[src/rtl/oscsel_pkg.sv]
/*
  Constants, register map and mode encodings of the oscillator clock select
  block. Assumes an APB slave with 32-bit data, one register per word.
*/
package oscsel_pkg;
  localparam logic [11:0] OSCSEL_CTRL_ADDR = 12'h000;
  localparam logic [11:0] OSCSEL_TRIM_ADDR = 12'h004;
  localparam logic [7:0]  OSCSEL_KEY_LO1   = 8'h46;
  localparam logic [7:0]  OSCSEL_KEY_LO2   = 8'h57;
  localparam logic [7:0]  OSCSEL_KEY_HI1   = 8'h78;
  localparam logic [7:0]  OSCSEL_KEY_HI2   = 8'h9a;
  localparam int          OSCSEL_CUR_LSB   = 12;
  localparam int          OSCSEL_NEW_LSB   = 8;
  localparam int          OSCSEL_SYSCLK_DIVIDER_LSB  = 6;
  localparam int          OSCSEL_LOCK_BIT  = 5;
  localparam int          OSCSEL_FAIL_BIT  = 3;
  localparam int          OSCSEL_SOSC_BIT  = 1;
  localparam int          OSCSEL_SWREQ_BIT = 0;
  localparam logic [3:0]  OSCSEL_TRIM_RST  = 4'h0;
  localparam logic [1:0]  OSCSEL_SYSCLK_DIVIDER_RST  = 2'h0;
  localparam int          OSCSEL_RCO_DIV   = 4;

  typedef enum logic [2:0] {
    OSCSEL_SRC_SEC  = 3'h0,
    OSCSEL_SRC_FAST = 3'h1,
    OSCSEL_SRC_SLOW = 3'h2,
    OSCSEL_SRC_PRI  = 3'h3,
    OSCSEL_SRC_PLL  = 3'h7
  } oscsel_src_t;

  typedef enum logic [1:0] {
    OSCSEL_ST_IDLE = 2'b00,
    OSCSEL_ST_WAIT = 2'b01,
    OSCSEL_ST_SYNC = 2'b11
  } oscsel_state_t;

  // Primary mode configuration codes, one per operating mode.
  typedef enum logic [4:0] {
    OSCSEL_PM_LO_XTAL    = 5'h00,
    OSCSEL_PM_MED_XTAL   = 5'h01,
    OSCSEL_PM_XT4        = 5'h02,
    OSCSEL_PM_XT8        = 5'h03,
    OSCSEL_PM_XT16       = 5'h04,
    OSCSEL_PM_HI_XTAL    = 5'h05,
    OSCSEL_PM_HS2_4      = 5'h06,
    OSCSEL_PM_HS2_8      = 5'h07,
    OSCSEL_PM_HS2_16     = 5'h08,
    OSCSEL_PM_HS3_4      = 5'h09,
    OSCSEL_PM_HS3_8      = 5'h0a,
    OSCSEL_PM_HS3_16     = 5'h0b,
    OSCSEL_PM_EXT_CLK    = 5'h0c,
    OSCSEL_PM_EXT_CLK_IO = 5'h0d,
    OSCSEL_PM_EC4        = 5'h0e,
    OSCSEL_PM_EC8        = 5'h0f,
    OSCSEL_PM_EC16       = 5'h10,
    OSCSEL_PM_EXT_RC     = 5'h11,
    OSCSEL_PM_EXT_RC_IO  = 5'h12,
    OSCSEL_PM_FRC4       = 5'h13,
    OSCSEL_PM_FRC8       = 5'h14,
    OSCSEL_PM_FRC16      = 5'h15
  } oscsel_pmode_t;
endpackage

[src/rtl/oscsel_top.sv]
/*
  Oscillator clock select: control and trim registers over APB, the clock
  switch sequencer, lock and fail flags, postscaler and mode decode of the
  primary oscillator. Assumes analog oscillators and the PLL report ready
  and lock levels synchronous to clk_in, and a fail monitor pulse.
*/
`timescale 1ns/1ps
`default_nettype none
module oscsel_top
  import oscsel_pkg::*;
(
  input  wire logic                      clk_in,
  input  wire logic                      rst_n_in,
  input  wire logic                      ce_in,
  input  wire logic                      psel_in,
  input  wire logic                      penable_in,
  input  wire logic                      pwrite_in,
  input  wire logic [11:0]               paddr_in,
  input  wire logic [31:0]               pwdata_in,
  input  wire logic [3:0]                pstrb_in,
  output logic      [31:0]               prdata_out,
  output logic                           pready_out,
  output logic                           pslverr_out,
  input  wire logic [2:0]                startup_source_cfg_in,
  input  wire oscsel_pkg::oscsel_pmode_t primary_mode_cfg_in,
  input  wire logic [4:0]                src_ready_in,
  input  wire logic                      pll_locked_in,
  input  wire logic                      clock_fail_in,
  output logic      [2:0]                current_source_sel_out,
  output logic                           secondary_osc_enable_out,
  output logic      [3:0]                rc_trim_field_out,
  output logic                           sysclk_tick_out,
  output logic      [1:0]                pll_prediv_out,
  output logic      [4:0]                pll_mult_out,
  output logic      [1:0]                pll_input_sel_out,
  output logic                           primary_osc_out_out,
  output logic                           primary_osc_out_oe_out
);
  import oscsel_pkg::*;

  logic [2:0]    current_source_sel;
  logic [2:0]    new_source_sel;
  logic [1:0]    sysclk_divider;
  logic          lock_flag;
  logic          clock_fail_flag;
  logic          secondary_osc_enable;
  logic          switch_request;
  logic [3:0]    rc_trim_field;
  logic [1:0]    key_lo;
  logic [1:0]    key_hi;
  oscsel_state_t state;
  logic          cfg_loaded;

  logic [2:0]    next_current_source_sel;
  logic [2:0]    next_new_source_sel;
  logic [1:0]    next_sysclk_divider;
  logic          next_lock_flag;
  logic          next_clock_fail_flag;
  logic          next_secondary_osc_enable;
  logic          next_switch_request;
  logic [3:0]    next_rc_trim_field;
  logic [1:0]    next_key_lo;
  logic [1:0]    next_key_hi;
  oscsel_state_t next_state;
  logic [31:0]   next_prdata;

  logic        wr_access;
  logic        rd_access;
  logic        hit_ctrl;
  logic        hit_trim;
  logic [15:0] ctrl_view;
  logic        new_ready;
  logic        sw_start;
  logic [5:0]  div_last;
  logic        sysclk_divider_tick;
  logic        rcout_tick;
  logic        rcout_clk;

  assign wr_access = ce_in && psel_in && penable_in && pwrite_in;
  assign rd_access = ce_in && psel_in && !penable_in && !pwrite_in;
  assign hit_ctrl  = (paddr_in == OSCSEL_CTRL_ADDR);
  assign hit_trim  = (paddr_in == OSCSEL_TRIM_ADDR);

  // Lock reads back only while the PLL is the running source.
  assign ctrl_view = {1'b0, current_source_sel, 1'b0, new_source_sel,
                      sysclk_divider,
                      lock_flag
                      && (current_source_sel == OSCSEL_SRC_PLL),
                      1'b0, clock_fail_flag, 1'b0, secondary_osc_enable,
                      switch_request};

  always_comb begin
    case (new_source_sel)
      OSCSEL_SRC_SEC:  new_ready = src_ready_in[0];
      OSCSEL_SRC_FAST: new_ready = src_ready_in[1];
      OSCSEL_SRC_SLOW: new_ready = src_ready_in[2];
      OSCSEL_SRC_PRI:  new_ready = src_ready_in[3];
      OSCSEL_SRC_PLL:  new_ready = src_ready_in[4] && pll_locked_in;
      default:         new_ready = 1'b0;
    endcase
  end

  // Register access, unlock keys and switch sequencing.
  always_comb begin
    next_current_source_sel   = current_source_sel;
    next_new_source_sel       = new_source_sel;
    next_sysclk_divider       = sysclk_divider;
    next_lock_flag            = lock_flag;
    next_clock_fail_flag      = clock_fail_flag;
    next_secondary_osc_enable = secondary_osc_enable;
    next_switch_request       = switch_request;
    next_rc_trim_field        = rc_trim_field;
    next_key_lo               = key_lo;
    next_key_hi               = key_hi;
    next_state                = state;
    next_prdata               = prdata_out;
    sw_start                  = 1'b0;

    if (rd_access) begin
      if (hit_ctrl) begin
        next_prdata = {16'h0000, ctrl_view};
      end else if (hit_trim) begin
        next_prdata = {28'h0000000, rc_trim_field};
      end else begin
        next_prdata = 32'h00000000;
      end
    end

    // Any other bus write cancels a half-entered key sequence.
    if (wr_access) begin
      next_key_lo = 2'b00;
      next_key_hi = 2'b00;
    end
    if (wr_access && hit_ctrl && pstrb_in == 4'h1) begin
      if (key_lo == 2'b10) begin
        next_sysclk_divider = pwdata_in[OSCSEL_SYSCLK_DIVIDER_LSB +: 2];
        next_secondary_osc_enable = pwdata_in[OSCSEL_SOSC_BIT];
        if (!pwdata_in[OSCSEL_FAIL_BIT]) begin
          next_clock_fail_flag = 1'b0;
        end
        if (pwdata_in[OSCSEL_SWREQ_BIT]) begin
          next_switch_request = 1'b1;
        end
      end else if (key_lo == 2'b01 && pwdata_in[7:0] == OSCSEL_KEY_LO2) begin
        next_key_lo = 2'b10;
      end else if (pwdata_in[7:0] == OSCSEL_KEY_LO1) begin
        next_key_lo = 2'b01;
      end
    end else if (wr_access && hit_ctrl && pstrb_in == 4'h2) begin
      if (key_hi == 2'b10) begin
        next_new_source_sel = pwdata_in[OSCSEL_NEW_LSB +: 3];
      end else if (key_hi == 2'b01 && pwdata_in[15:8] == OSCSEL_KEY_HI2) begin
        next_key_hi = 2'b10;
      end else if (pwdata_in[15:8] == OSCSEL_KEY_HI1) begin
        next_key_hi = 2'b01;
      end
    end else if (wr_access && hit_trim && pstrb_in[0]) begin
      next_rc_trim_field = pwdata_in[3:0];
    end

    case (state)
      OSCSEL_ST_IDLE: begin
        if (switch_request) begin
          if (new_source_sel == current_source_sel) begin
            next_switch_request = 1'b0;
          end else begin
            sw_start = 1'b1;
            next_state = OSCSEL_ST_WAIT;
          end
        end
      end
      OSCSEL_ST_WAIT: begin
        if (new_ready) begin
          next_state = OSCSEL_ST_SYNC;
        end
      end
      OSCSEL_ST_SYNC: begin
        // Change over on a postscaler boundary so no short clock leaves.
        if (sysclk_divider_tick) begin
          next_current_source_sel = new_source_sel;
          next_switch_request = 1'b0;
          next_state = OSCSEL_ST_IDLE;
        end
      end
      default: next_state = OSCSEL_ST_IDLE;
    endcase

    if (sw_start) begin
      next_lock_flag = 1'b0;
      next_clock_fail_flag = 1'b0;
    end else if (!pll_locked_in) begin
      next_lock_flag = 1'b0;
    end else if (current_source_sel == OSCSEL_SRC_PLL
                 || state != OSCSEL_ST_IDLE) begin
      next_lock_flag = 1'b1;
    end

    // A detected failure outranks software and the sequencer.
    if (clock_fail_in) begin
      next_clock_fail_flag = 1'b1;
      next_current_source_sel = OSCSEL_SRC_FAST;
      next_switch_request = 1'b0;
      next_state = OSCSEL_ST_IDLE;
    end
  end

  always_ff @(posedge clk_in or negedge rst_n_in) begin
    if (!rst_n_in) begin
      current_source_sel <= 3'h0;
      new_source_sel <= 3'h0;
      sysclk_divider <= OSCSEL_SYSCLK_DIVIDER_RST;
      lock_flag <= 1'b0;
      clock_fail_flag <= 1'b0;
      secondary_osc_enable <= 1'b0;
      switch_request <= 1'b0;
      rc_trim_field <= OSCSEL_TRIM_RST;
      key_lo <= 2'b00;
      key_hi <= 2'b00;
      state <= OSCSEL_ST_IDLE;
      prdata_out <= 32'h00000000;
      cfg_loaded <= 1'b0;
    end else if (!cfg_loaded) begin
      // Startup configuration is caught in the first cycle after release.
      current_source_sel <= startup_source_cfg_in;
      new_source_sel <= startup_source_cfg_in;
      cfg_loaded <= 1'b1;
    end else if (ce_in) begin
      current_source_sel <= next_current_source_sel;
      new_source_sel <= next_new_source_sel;
      sysclk_divider <= next_sysclk_divider;
      lock_flag <= next_lock_flag;
      clock_fail_flag <= next_clock_fail_flag;
      secondary_osc_enable <= next_secondary_osc_enable;
      switch_request <= next_switch_request;
      rc_trim_field <= next_rc_trim_field;
      key_lo <= next_key_lo;
      key_hi <= next_key_hi;
      state <= next_state;
      prdata_out <= next_prdata;
    end
  end

  always_comb begin
    case (sysclk_divider)
      2'h3:    div_last = 6'h3f;
      2'h2:    div_last = 6'h0f;
      2'h1:    div_last = 6'h03;
      default: div_last = 6'h00;
    endcase
  end

  oscsel_divider #(.WIDTH(6)) u_sysclk_divider (
    .clk_in   (clk_in),
    .rst_n_in (rst_n_in),
    .ce_in    (ce_in),
    .last_in  (div_last),
    .tick_out (sysclk_divider_tick)
  );

  // Half-period of the divide-by-four output is two cycles.
  oscsel_divider #(.WIDTH(2)) u_rcout (
    .clk_in   (clk_in),
    .rst_n_in (rst_n_in),
    .ce_in    (ce_in),
    .last_in  (2'(OSCSEL_RCO_DIV / 2 - 1)),
    .tick_out (rcout_tick)
  );

  // Primary mode decode: predivider, multiplier, PLL input, pin use.
  always_ff @(posedge clk_in or negedge rst_n_in) begin
    if (!rst_n_in) begin
      pll_prediv_out <= 2'h1;
      pll_mult_out <= 5'h01;
      pll_input_sel_out <= 2'h0;
      primary_osc_out_oe_out <= 1'b0;
      primary_osc_out_out <= 1'b0;
      rcout_clk <= 1'b0;
      current_source_sel_out <= 3'h0;
      secondary_osc_enable_out <= 1'b0;
      rc_trim_field_out <= OSCSEL_TRIM_RST;
      sysclk_tick_out <= 1'b0;
      pready_out <= 1'b0;
      pslverr_out <= 1'b0;
    end else if (ce_in) begin
      case (primary_mode_cfg_in)
        OSCSEL_PM_XT4, OSCSEL_PM_HS2_4, OSCSEL_PM_HS3_4,
        OSCSEL_PM_EC4, OSCSEL_PM_FRC4:    pll_mult_out <= 5'h04;
        OSCSEL_PM_XT8, OSCSEL_PM_HS2_8, OSCSEL_PM_HS3_8,
        OSCSEL_PM_EC8, OSCSEL_PM_FRC8:    pll_mult_out <= 5'h08;
        OSCSEL_PM_XT16, OSCSEL_PM_HS2_16, OSCSEL_PM_HS3_16,
        OSCSEL_PM_EC16, OSCSEL_PM_FRC16:  pll_mult_out <= 5'h10;
        default:                          pll_mult_out <= 5'h01;
      endcase
      case (primary_mode_cfg_in)
        OSCSEL_PM_HS2_4, OSCSEL_PM_HS2_8,
        OSCSEL_PM_HS2_16: pll_prediv_out <= 2'h2;
        OSCSEL_PM_HS3_4, OSCSEL_PM_HS3_8,
        OSCSEL_PM_HS3_16: pll_prediv_out <= 2'h3;
        default:          pll_prediv_out <= 2'h1;
      endcase
      case (primary_mode_cfg_in)
        OSCSEL_PM_EC4, OSCSEL_PM_EC8, OSCSEL_PM_EC16:
          pll_input_sel_out <= 2'h1;
        OSCSEL_PM_FRC4, OSCSEL_PM_FRC8, OSCSEL_PM_FRC16:
          pll_input_sel_out <= 2'h2;
        default:
          pll_input_sel_out <= 2'h0;
      endcase
      if (rcout_tick) begin
        rcout_clk <= !rcout_clk;
      end
      primary_osc_out_oe_out <=
        (primary_mode_cfg_in == OSCSEL_PM_EXT_RC);
      primary_osc_out_out <=
        (primary_mode_cfg_in == OSCSEL_PM_EXT_RC) && rcout_clk;
      current_source_sel_out <= current_source_sel;
      secondary_osc_enable_out <= secondary_osc_enable;
      rc_trim_field_out <= rc_trim_field;
      sysclk_tick_out <= sysclk_divider_tick;
      pready_out <= psel_in && !penable_in;
      pslverr_out <= psel_in && !penable_in && !(hit_ctrl || hit_trim);
    end
  end

  swreq_clear_a: assert property (
    @(posedge clk_in) disable iff (!rst_n_in)
    ce_in && cfg_loaded && state == OSCSEL_ST_SYNC && sysclk_divider_tick
    && !clock_fail_in
    |=> !switch_request && current_source_sel == $past(new_source_sel))
    else $error("switch did not complete");

  fail_to_fast_a: assert property (
    @(posedge clk_in) disable iff (!rst_n_in)
    ce_in && cfg_loaded && clock_fail_in
    |=> current_source_sel == OSCSEL_SRC_FAST && clock_fail_flag)
    else $error("fail did not force fast RC");

  lock_view_a: assert property (
    @(posedge clk_in) disable iff (!rst_n_in)
    ce_in && rd_access && hit_ctrl && current_source_sel != OSCSEL_SRC_PLL
    |=> !prdata_out[OSCSEL_LOCK_BIT])
    else $error("lock visible without PLL");

  lock_loss_a: assert property (
    @(posedge clk_in) disable iff (!rst_n_in)
    ce_in && cfg_loaded && !pll_locked_in |=> !lock_flag)
    else $error("lock held after loss");

  redundant_clr_a: assert property (
    @(posedge clk_in) disable iff (!rst_n_in)
    ce_in && cfg_loaded && state == OSCSEL_ST_IDLE && switch_request
    && new_source_sel == current_source_sel |=> !switch_request)
    else $error("redundant request not cleared");

  unimpl_zero_a: assert property (
    @(posedge clk_in) disable iff (!rst_n_in)
    ce_in && rd_access && hit_ctrl
    |=> prdata_out[31:15] == 17'h00000 && prdata_out[11] == 1'b0
    && prdata_out[4] == 1'b0 && prdata_out[2] == 1'b0)
    else $error("unimplemented bit set");

  rc_pin_a: assert property (
    @(posedge clk_in) disable iff (!rst_n_in)
    ce_in && primary_mode_cfg_in != OSCSEL_PM_EXT_RC
    |=> !primary_osc_out_oe_out)
    else $error("pin driven outside RC mode");

  crystal_prediv_a: assert property (
    @(posedge clk_in) disable iff (!rst_n_in)
    ce_in && primary_mode_cfg_in == OSCSEL_PM_HS3_16
    |=> pll_prediv_out == 2'h3 && pll_mult_out == 5'h10)
    else $error("wrong predivider");

  trim_read_a: assert property (
    @(posedge clk_in) disable iff (!rst_n_in)
    ce_in && rd_access && hit_trim |=> prdata_out[31:4] == 28'h0000000)
    else $error("trim upper bits nonzero");
endmodule
`default_nettype wire

[src/rtl/oscsel_divider.sv]
/*
  Free-running divide-by-N tick generator used for the postscaler and the
  external RC clock output. Assumes one clock and an active-low reset.
*/
`timescale 1ns/1ps
`default_nettype none
module oscsel_divider #(
  parameter int WIDTH = 6
) (
  input  wire logic             clk_in,
  input  wire logic             rst_n_in,
  input  wire logic             ce_in,
  input  wire logic [WIDTH-1:0] last_in,
  output logic                  tick_out
);
  logic [WIDTH-1:0] count;
  logic [WIDTH-1:0] next_count;
  logic             next_tick;

  always_comb begin
    next_tick = (count >= last_in);
    next_count = next_tick ? '0 : count + 1'b1;
  end

  always_ff @(posedge clk_in or negedge rst_n_in) begin
    if (!rst_n_in) begin
      count <= '0;
      tick_out <= 1'b0;
    end else if (ce_in) begin
      count <= next_count;
      tick_out <= next_tick;
    end
  end
endmodule
`default_nettype wire

[config.mk]
export PLATFORM = sky130hd
export DESIGN_NAME = oscsel_top
export DESIGN_NICKNAME = d
export VERILOG_FILES = /design/src/rtl/oscsel_pkg.sv /design/src/rtl/oscsel_top.sv /design/src/rtl/oscsel_divider.sv
export SDC_FILE = /design/constraint.sdc
export NUM_CORES = 1
export LEC_CHECK = 0
export BUFFER_PORTS_ARGS = -buffer_cell sky130_fd_sc_hd__buf_2
export CAP_MARGIN = 20
export CELL_PAD_IN_SITES_DETAIL_PLACEMENT = 1
export CELL_PAD_IN_SITES_GLOBAL_PLACEMENT = 2
export CORE_MARGIN = 2
export CORE_UTILIZATION = 28
export CTS_CLUSTER_DIAMETER = 150
export DETAILED_ROUTE_END_ITERATION = 8
export PLACE_DENSITY_LB_ADDON = 0.05
export SYNTH_ARGS = -nofsm -noshare
export SYNTH_HDL_FRONTEND = slang
export SYNTH_SLANG_ARGS = --single-unit
[constraint.sdc]
create_clock -name clk_in -period 1.62 [get_ports clk_in]
set_input_delay 0 -clock clk_in [delete_from_list [all_inputs] [get_ports clk_in]]
set_output_delay 0 -clock clk_in [all_outputs]
set_load 0.05 [all_outputs]
==> results.md, run 1 <==
- CTS tree: done
- CTS root buf: clkbuf_16
- TritonCTS buffer count: 9
- Effective utilization at floorplan: ~28%
- CP Launch Type: register
- Hold WC Path Type: in -> reg
- Drt pass-1 iters: 4
- Final worst slack: -0.187 ns
- Cell Pwr Density: 928 nW/um2
- Finished Cell Area: 5140 um2
- WL final: between 10000 and 15000 um
- Hold Startpoint: pwdata_in[10]
- GP Congestion: ~0.75
- CTS clk-pin slew, worst paths: approximately 0.06 ns
- Setup Skew: 0.00721 ns
- Register bit total from synthesis: 68
- Ant diodes: 0
- Critical path class: reg -> reg
- FP Rows: 42
- Top post-synthesis cells by area: dfrtp_1 44%, ha_1 5.0%, buf_4 4.0%
- Max Slew Vio Count: 0
- WP data required: about 1.8 ns
- FF-to-FF path depth: 8
- Vias in the first global route: 3392
- Remaining antenna violation count after routing: 0
- Failing checks: negative setup slack
- Post-Synthesis Cells: between 300 and 400
- Initial antenna violation count: 0
- I/O Pins: 123
- Multi-input gate area: 1920 um2
- H-Tree Depth: 3
- # setup viols final: 7
- Largest net degree at the start of global routing: 69
- Synth cell types: 63
- Mapped Area: between 3000 and 4000 um2
- Worst vdd ir: between 0.4 and 0.5 mV
- Commonest non-fill, non-tap cells in the layout: 86 x buf_2, 64 x dfrtp_1, 36 x nand2_1, 35 x buf_4, 24 x nor2_1
- Crit path arrival time: 2.03 ns
- Cells on Worst Hold Path: 3
- Synth top area share: 44.0%
- Share of layout cells above drive strength 1: 36.4%
- Hold EP: new_source_sel[2]
- Layout Utilization: 39.0%
- DR vias: 3176
- Yosys warns: 0
- Sequential element share of the synthesized area: a little under half
- Status: finished with violations
- Die height: between 100 and 150 um
- Via density: between 4 and 5
- Area leader, netlist: dfrtp_1
- Core ar.: approximately 13000 um2
- Pwr Total: roughly 4.8 mW
- Setup crit start: sysclk_divider[1]
- CP Capture Type: register
- EDFF count, synth: 0
- RSZ-0062 raised after global routing: true
- Period utilization: 112%
- Hpwl dp: approximately 7700 um
- Final Hold Fails: 0
- NumNets Final: between 500 and 600
- Reg2Reg Launch Point: sysclk_divider[1]
- Crit-path max FO: 5
- Area growth, synth to finish: 36.9%
- Worst-Skew Late Latency: about 0.33 ns
- # Max-Cap Violations: 0
- Flop-to-flop setup slack: -0.19 ns
- Total global-route track usage: between 10% and 20%
- Fillers: about 1500
- Fmax achieved: 0.553 GHz
- Reg-to-Reg End: u_sysclk_divider.tick_out
- Dominant synthesized flop cell: dfrtp_1
- CTS Sinks: between 60 and 70
- Synth async-reset ratio: 100%
- # DRC: 0
- Static Leak: between 2 and 2.5 nW
- Grt ovf: 0
- Syn_area_per_cell: between 10 and 15 um2
- First-pass GRT wire length: about 17000 um
- Number of port buffers: 86
- Clock period minus worst slack: roughly 1.8 ns
- Die footprint: 14300 um2
- Most common cell after layout, fill and taps aside: buf_2
- DR WL/cell: 14.9 um
- Post-placement cell area: around 4600 um2
- Initial drt markers: 92
- Clk buf depth: 2
- Reg area: 1710 um2
- Die X: about 120 um
## metal layers
| layer | global-route usage (%) | share of wire [%] | vias to the layer above |
|---|---|---|---|
| met5 | 0 | 0 | - |
| li1 | - | - | 1560 |
| met1 | 21.4 | 49 | 1526 |
| met3 | 2.99 | 4.4 | 10 |
| met4 | 5.51 | 1.3 | 0 |
| met2 | 23.8 | 45 | 80 |
## synth_stat cells (3+ instances only)
| library cell | count |
|---|---|
| mux2i_1 | 8 |
| nand3_1 | 7 |
| o31ai_1 | 3 |
| a211oi_1 | 3 |
| inv_1 | 21 |
| nand3b_1 | 4 |
| nor3_1 | 4 |
| ha_1 | 15 |
| mux2_1 | 4 |
| mux2_4 | 3 |
| mux2_2 | 12 |
| buf_4 | 20 |
| o21ai_0 | 10 |
| dfrtp_1 | 66 |
| nand4_1 | 4 |
| a21o_1 | 4 |
| xor2_1 | 6 |
| o21ai_1 | 9 |
| nand2b_1 | 5 |
| clkbuf_1 | 10 |
| nand2_1 | 36 |
| a22o_1 | 9 |
| a21oi_1 | 25 |
| nor2_1 | 25 |
## area by class of cell
cell class / instances / share of cell area (%)
clock buffer: 12 / 4.80
clock inverter: 4 / 0.487
inverter: 21 / 1.53
multi-input combinational: 265 / 37.3
sequential: 68 / 33.2
tap: 176 / 4.29
timing repair buffer: 144 / 18.4
## per-stage QoR
step / setup slack [ns] / hold WS [ns] / TNS, ns / cells
after floorplan: -0.124 / -0.296 / -0.416 / 388
after global placement: -0.210 / 0.0572 / -0.962 / 651
after detailed placement: -0.250 / 0.0643 / -1.33 / 651
after CTS: -0.194 / 0.00723 / -0.974 / 689
after global routing: -0.250 / 0.0315 / -1.53 / 690
final: -0.187 / 0.00814 / -0.908 / 690
## timing repair
item | 4_1_cts | 5_1_grt
buffers inserted | 2 | 2
resized for setup | 5 | 19
hold buffers | 20 | 0
setup endpoints to repair | 15 | 19
endpoints found under the hold margin | 85 | 0
pin swaps | 10 | 8
## worst max-delay path, stage by stage (launching register included)
cell and delay [ns]:
dfrtp_1 0.38, nor2_2 0.13, inv_1 0.05, ha_1 0.26
nand2b_4 0.13, a21o_1 0.15, a21oi_2 0.14, o211ai_1 0.22
a22o_1 0.24
## cells by family (layout without fill, tap and decap cells)
group | after synthesis | after routing | synth area share [%]
and+or+nand+nor | 111 | 111 | 17.2
other | 2 | 21 | 0.200
xor gates and xnor gates | 8 | 8 | 1.87
DFF | 68 | 68 | 45.4
buffers and inverters | 55 | 181 | 7.77
adders and majority gates | 15 | 15 | 5.00
AOI/OAI and AO/OA | 83 | 83 | 14.4
muxes | 27 | 27 | 8.14
## registers in the layout, indices dropped and copies added (netlist names), 3 cells and up
| register | count |
|---|---|
| rc_trim_field | 4 |
| current_source_sel | 3 |
| new_source_sel | 3 |
| rc_trim_field_out | 4 |
| pll_mult_out | 4 |
| current_source_sel_out | 3 |
| prdata_out | 13 |
| u_sysclk_divider.count | 6 |
## power breakdown
group	internal [mW]	total, mW	switching, mW
sequential	1.83	1.92	0.0848
combinational	0.394	1.05	0.653
clock	1.07	1.80	0.730
## how the worst max path moves through the flow
stage | to | slack, ns | cells past startpoint
4_1_cts | u_sysclk_divider.tick_out | -0.19 | 8
6_report | u_sysclk_divider.tick_out | -0.19 | 8
3_3_place_gp | u_sysclk_divider.tick_out | -0.21 | 8
3_5_place_dp | u_sysclk_divider.tick_out | -0.25 | 8
5_1_grt | u_sysclk_divider.tick_out | -0.25 | 8
2_1_floorplan | u_sysclk_divider.count[1] | -0.12 | 8
Power figures use the tool's default switching activity.
==> run 2: changes to the inputs <==
- PLACE_DENSITY_LB_ADDON: 0.05 -> 0.1
==> run 2 against run 1 <==
The flow still finishes with violations (negative setup slack); final area up 3.2%; via count up 2.0%; cell count up 1.0%; critical path depth unchanged; wire length up 2.9%; clock skew down 0.0032 ns; first-iteration DRC count up 18%; non-clock buffer count up 8; combinational power about the same; sequential share of layout area down 1.0 points; worst setup slack better by 0.0036 ns; largest cell class unchanged; largest power group is now clock; clock power up 26%.
==> results.md, run 2 (synthesis results as in run 1) <==
- Cell Pwr Density: 993 nW/um2 (+7.0%)
- Pre-CTS WS: -0.273 ns (-0.0226 ns)
- DR WL/cell: 15.2 um (+1.9%)
- Layout Utilization: 40.2% (+1.3 points)
- CTS Sinks: 68 (unchanged)
- TritonCTS buffer count: 9 (unchanged)
- # DRC: 0 (unchanged)
- Effective utilization at floorplan: 28.4% (unchanged)
- Core ar.: 13200 um2 (unchanged)
- Commonest non-fill, non-tap cells in the layout: 86 x buf_2, 63 x dfrtp_1, 43 x buf_4, 36 x nand2_1, 23 x nor2_1
- CP Capture Type: register
- I/O Pins: 123 (unchanged)
- Largest net degree at the start of global routing: 39 (-43%)
- Max Slew Vio Count: 0 (unchanged)
- RSZ-0062 raised after global routing: true
- Worst-Skew Late Latency: 0.33 ns (about the same)
- Die X: 120 um (unchanged)
- WP data required: 1.84 ns (about the same)
- Max reg flops: 13 (unchanged)
- Largest Register: prdata_out
- Final worst slack: -0.183 ns (+0.00359 ns)
- Clk buf depth: 2 (unchanged)
- Crit path arrival time: 2.02 ns (about the same)
- Final Hold Fails: 0 (unchanged)
- Max stage delay on crit path: 0.38 ns (about the same)
- Setup crit start: sysclk_divider[1]
- Hold Startpoint: penable_in
- Most common cell after layout, fill and taps aside: buf_2
- Clock period minus worst slack: 1.80 ns (-0.00359 ns)
- Failing checks: negative setup slack
- FP Rows: 42 (unchanged)
- Bufs and invs on worst path: 1 (unchanged)
- CP Launch Type: register
- Regs by FF count: prdata_out (13), u_sysclk_divider.count (6)
- Drt pass-1 iters: 4 (unchanged)
- Min Hold Slack: 0.00453 ns (-0.00361 ns)
- Multi-input gate area: 1950 um2 (+2.0%)
- Status: finished with violations
- CTS root buf: clkbuf_16
- Die footprint: 14300 um2 (unchanged)
- First-pass GRT wire length: 17200 um (-0.84%)
- # setup viols final: 7 (unchanged)
- Share of layout cells above drive strength 1: 39.2% (+2.8 points)
- Fmax achieved: 0.555 GHz (+0.20%)
- Static Leak: 2.55 nW (+3.7%)
- Grt ovf: 0 (unchanged)
- Crit-path slowest cell: dfrtp_1
- Initial antenna violation count: 0 (unchanged)
- Ant diodes: 0 (unchanged)
- Period utilization: 111% (-0.22 points)
- Reg area: 1710 um2 (about the same)
- WL final: 10600 um (+2.9%)
- Hold WC Path Type: in -> reg
- Area growth, synth to finish: 41.4%
- Initial drt markers: 109 (+18%)
- Number of port buffers: 86 (unchanged)
- Worst vdd ir: 0.402 mV (+0.22%)
- # Max-Cap Violations: 0 (unchanged)
- Total global-route track usage: 15.4% (+0.059 points)
- Finished Cell Area: 5310 um2 (+3.2%)
- DR vias: 3241 (+2.0%)
- Crit-path max FO: 2 (-3)
- CP cell instances: nor2_2, inv_1, ha_1, nand2b_4, a21o_1, a21oi_2, or3_1, a32o_1
- Fillers: 1499 (-2.1%)
- Top delay family on crit path: simple AND/OR/NAND/NOR gates
- Reg2Reg Launch Point: sysclk_divider[1]
- NumNets Final: 601 (+1.3%)
- Post-placement cell area: 4580 um2 (+0.66%)
- Die height: 120 um (unchanged)
- Vias in the first global route: 3325 (-2.0%)
- Setup Skew: 0.00405 ns (-0.00315 ns)
- GP Congestion: 0.738 (-1.1%)
- Remaining antenna violation count after routing: 0 (unchanged)
- CTS clk-pin slew, worst paths: 0.06 ns (about the same)
- H-Tree Depth: 3 (unchanged)
- Via density: 4.65 (+1.0%)
- CTS tree: done
- Hpwl dp: 8030 um (+3.8%)
- Critical path class: reg -> reg
-- run 2: cell count changes in the layout (fill, tap and decap cells not counted), moves of 2 or more --
cell,delta
a21oi_1,-5
a21oi_2,+5
buf_4,+8
bufinv_16,+3
clkbuf_1,-2
clkinvlp_4,-2
-- run 2: worst reg2reg max path, delay by kind of cell (launching register included) --
kind	cells	cell delay (ns)
buffers and inverters	1	0.05
and+or+nand+nor	3	0.56
AOI/OAI and AO/OA	3	0.44
adders and majority gates	1	0.27
DFF	1	0.38
-- run 2: final cells by class --
type | instances | area share (%)
multi-input combinational | 265 | 36.8
sequential | 68 | 32.2
timing repair buffer | 152 | 19.0
clock buffer | 10 | 4.50
tap | 176 | 4.15
clock inverter | 5 | 1.89
inverter | 21 | 1.49
-- run 2: stage by stage --
step,instances,power (mW),TNS [ns]
6_report,697,5.27,-1.13
3_5_place_dp,655,2.92,-1.62
3_3_place_gp,655,2.90,-1.16
5_1_grt,697,5.53,-2.07
4_1_cts,693,5.25,-1.13
2_1_floorplan,388,2.59,-0.416
-- run 2: worst paths after layout --
kind                                                   to  slack, ns  cells past startpoint
worst max-delay path            u_sysclk_divider.count[1]      -0.18                      8
worst min register to register                  rcout_clk       0.48                      1
max in group asynchronous               pll_prediv_out[0]       0.93                      3
min in group asynchronous          primary_osc_out_oe_out       0.12                      2
worst max register to register  u_sysclk_divider.count[1]      -0.18                      8
worst min-delay path                          pslverr_out      0.005                      3
-- run 2: routing by layer --
metal / routed length (um) / track usage (%) / up-vias
met5: 0 / 0 / -
li1: - / - / 1566
met3: 408 / 3.18 / 8
met2: 5010 / 24.3 / 74
met4: 128 / 4.63 / 0
met1: 5050 / 21.4 / 1593
-- run 2: power by group --
part / leakage [nW] / switching (mW) / internal [mW]
sequential: 0.879 / 0.0931 / 1.83
clock: 0.168 / 0.725 / 1.53
combinational: 1.50 / 0.668 / 0.416
total: 2.55 / 1.49 / 3.78
-- run 2: repair_timing --
action / CTS / global route
pin swaps: 6 / 8
endpoints found under the hold margin: 86 / 0
buffers inserted: 3 / 5
hold buffers: 20 / 0
setup endpoints to repair: 17 / 30
gates resized for setup: 10 / 23
gates cloned: 0 / 0
==> run 3: changes to the inputs <==
- CORE_ASPECT_RATIO: unset -> 1.2
==> run 3 against run 2 <==
The run still ends with negative setup slack left; critical path depth rose by 1; non-clock buffer count fell by 2; sequential share of layout area rose by 0.22 points; final area fell by 0.68%; critical path type unchanged.
==> results.md, run 3 (synthesis results as in run 1) <==
- Met2 Usage GRT: 27.0% (+2.7 points)
- Top delay family on crit path: compound AO/OA/AOI/OAI gates
- Largest Register: prdata_out
- # DRC: 0 (unchanged)
- Hpwl dp: 8240 um (+2.6%)
- Reg-to-Reg End: u_sysclk_divider.count[5]
- Share of layout cells above drive strength 1: 38.8% (-0.31 points)
- # setup viols final: 7 (unchanged)
- Number of port buffers: 86 (unchanged)
- Pre-CTS WS: -0.231 ns (+0.0412 ns)
- Met1 Use GR: 19.1% (-2.3 points)
- RSZ-0062 raised after global routing: true
- Core ar.: 13200 um2 (about the same)
- Flop-to-flop setup slack: -0.24 ns (-0.06 ns)
- Hold EP: new_source_sel[2]
- First-pass GRT wire length: 17000 um (-0.80%)
- # Max-Cap Violations: 0 (unchanged)
- I/O Pins: 123 (unchanged)
- Cells on Worst Hold Path: 3 (unchanged)
- Final Hold Fails: 0 (unchanged)
- Remaining antenna violation count after routing: 0 (unchanged)
- CP cell instances: nor2_2, inv_1, ha_1, nand2b_4, a21o_1, a21oi_2, o211ai_1, buf_4, a21oi_2
- Regs by FF count: prdata_out (13), u_sysclk_divider.count (6)
- CP Launch Type: register
- Worst vdd ir: 0.357 mV (-11%)
- Fillers: 1514 (+1.0%)
- CTS root buf: clkbuf_16
- Ant diodes: 0 (unchanged)
- Initial drt markers: 57 (-48%)
- Die footprint: 14300 um2 (about the same)
- Effective utilization at floorplan: 28.5% (about the same)
- Bufs and invs on worst path: 2 (+1)
- Initial antenna violation count: 0 (unchanged)
- Crit-path slowest cell: dfrtp_1
- Static Leak: 2.51 nW (-1.2%)
- WL final: 10600 um (+0.25%)
- Max reg flops: 13 (unchanged)
- Fmax achieved: 0.537 GHz (-3.1%)
- Grt ovf: 0 (unchanged)
- CTS tree: done
- Drt pass-1 iters: 4 (unchanged)
- H-Tree Depth: 3 (unchanged)
- Max Slew Vio Count: 0 (unchanged)
- FP Rows: 46 (+9.5%)
- Clock period minus worst slack: 1.86 ns (+0.0575 ns)
- Commonest non-fill, non-tap cells in the layout: 85 x buf_2, 63 x dfrtp_1, 39 x buf_4, 36 x nand2_1, 24 x nor2_1
- Die height: 131 um (+9.2%)
- Area growth, synth to finish: 40.4%
- Hold WC Path Type: in -> reg
- WP data required: 1.88 ns (+0.04 ns)
- NumNets Final: 599 (-0.33%)
- DR WL/cell: 15.4 um (+1.6%)
- Hold Startpoint: pwdata_in[10]
- Worst-Skew Late Latency: 0.33 ns (about the same)
- Max stage delay on crit path: 0.39 ns (about the same)
- GP Congestion: 0.750 (+1.7%)
- GR Util met3: 3.13% (-0.059 points)
- CTS clk-pin slew, worst paths: 0.06 ns (about the same)
- Crit-path max FO: 3 (+1)
- CP Capture Type: register
- Die X: 110 um (-8.4%)
- FF-to-FF path depth: 9 (+1)
- Crit path arrival time: 2.12 ns (+0.10 ns)
- Period utilization: 115% (+3.5 points)
- Cell Pwr Density: 917 nW/um2 (-7.6%)
- Reg2Reg Launch Point: sysclk_divider[1]
- Total global-route track usage: 15.5% (+0.080 points)
- Final worst slack: -0.241 ns (-0.0575 ns)
- Setup Skew: 0.00753 ns (+0.00348 ns)
- Vias in the first global route: 3415 (+2.7%)
- Min Hold Slack: 0.0142 ns (+0.00969 ns)
- CTS Sinks: 68 (unchanged)
- Via density: 4.71 (+1.3%)
- Most used routing layer: met2
- Most common cell after layout, fill and taps aside: buf_2
- Clk buf depth: 2 (unchanged)
- Largest net degree at the start of global routing: 33 (-15%)
- DR vias: 3240 (-0.031%)
- Status: finished with violations
- TritonCTS buffer count: 9 (unchanged)
- Failing checks: negative setup slack
- Critical path class: reg -> reg
- Crit-path most repeated cell: a21oi_2
- Setup crit start: sysclk_divider[1]
run 3: cell count changes in the layout (fill, tap and decap cells not counted), sizes merged:
cell	before	now
dlygate4sd3	19	20
clkinvlp	0	1
dlymetal6s4s	0	1
buf	133	129
bufinv	3	0
clkinv	2	5
run 3: worst max path at each step:
| stage | end | slack (ns) | cells after the start |
|---|---|---|---|
| floorplan | u_sysclk_divider.count[1] | -0.12 | 8 |
| global placement | u_sysclk_divider.tick_out | -0.20 | 8 |
| detailed placement | u_sysclk_divider.tick_out | -0.23 | 8 |
| CTS | u_sysclk_divider.count[5] | -0.18 | 9 |
| global route | u_sysclk_divider.count[5] | -0.32 | 9 |
| finish | u_sysclk_divider.count[5] | -0.24 | 9 |
run 3: stage by stage:
stage	utilization (%)	total power, mW	setup TNS [ns]	cell area, um2	cells
after CTS	38.9	4.83	-0.999	5120	685
final	40.0	4.83	-1.44	5270	688
after global routing	40.0	5.12	-2.09	5270	688
after global placement	34.7	2.89	-0.934	4580	646
after floorplan	-	2.59	-0.416	3830	388
after detailed placement	34.7	2.91	-1.75	4580	646
run 3: what timing repair did:
action,4_1_cts,5_1_grt
resized for setup,11,27
setup buffers,2,4
pin swaps,9,8
endpoints found under the setup margin,24,22
hold buffers,21,0
hold endpoints to repair,73,0
run 3: final cells by class:
| cell class | count | area (um2) | area share, % |
|---|---|---|---|
| Clock buffer | 10 | 239 | 4.54 |
| Clock inverter | 6 | 40.0 | 0.760 |
| Timing Repair Buffer | 150 | 1010 | 19.2 |
| Tap cell | 168 | 210 | 3.99 |
| Sequential cell | 68 | 1710 | 32.4 |
| Inverter | 21 | 78.8 | 1.50 |
| Multi-Input combinational cell | 265 | 1980 | 37.6 |
run 3: tightest hold or removal path, cell delays in order:
cell and delay, ns:
buf_2 0.09, mux2i_1 0.07, a21oi_1 0.14
run 3: report_power, final:
group / total (mW) / internal [mW] / switching [mW]
sequential: 1.93 / 1.83 / 0.0927
clock: 1.83 / 1.07 / 0.754
combinational: 1.08 / 0.412 / 0.669
run 3: metal layers:
metal,vias to the layer above,share of wire [%]
li1,1565,-
met1,1597,45
met2,69,50
met3,9,3.7
met4,0,1.4
met5,-,0
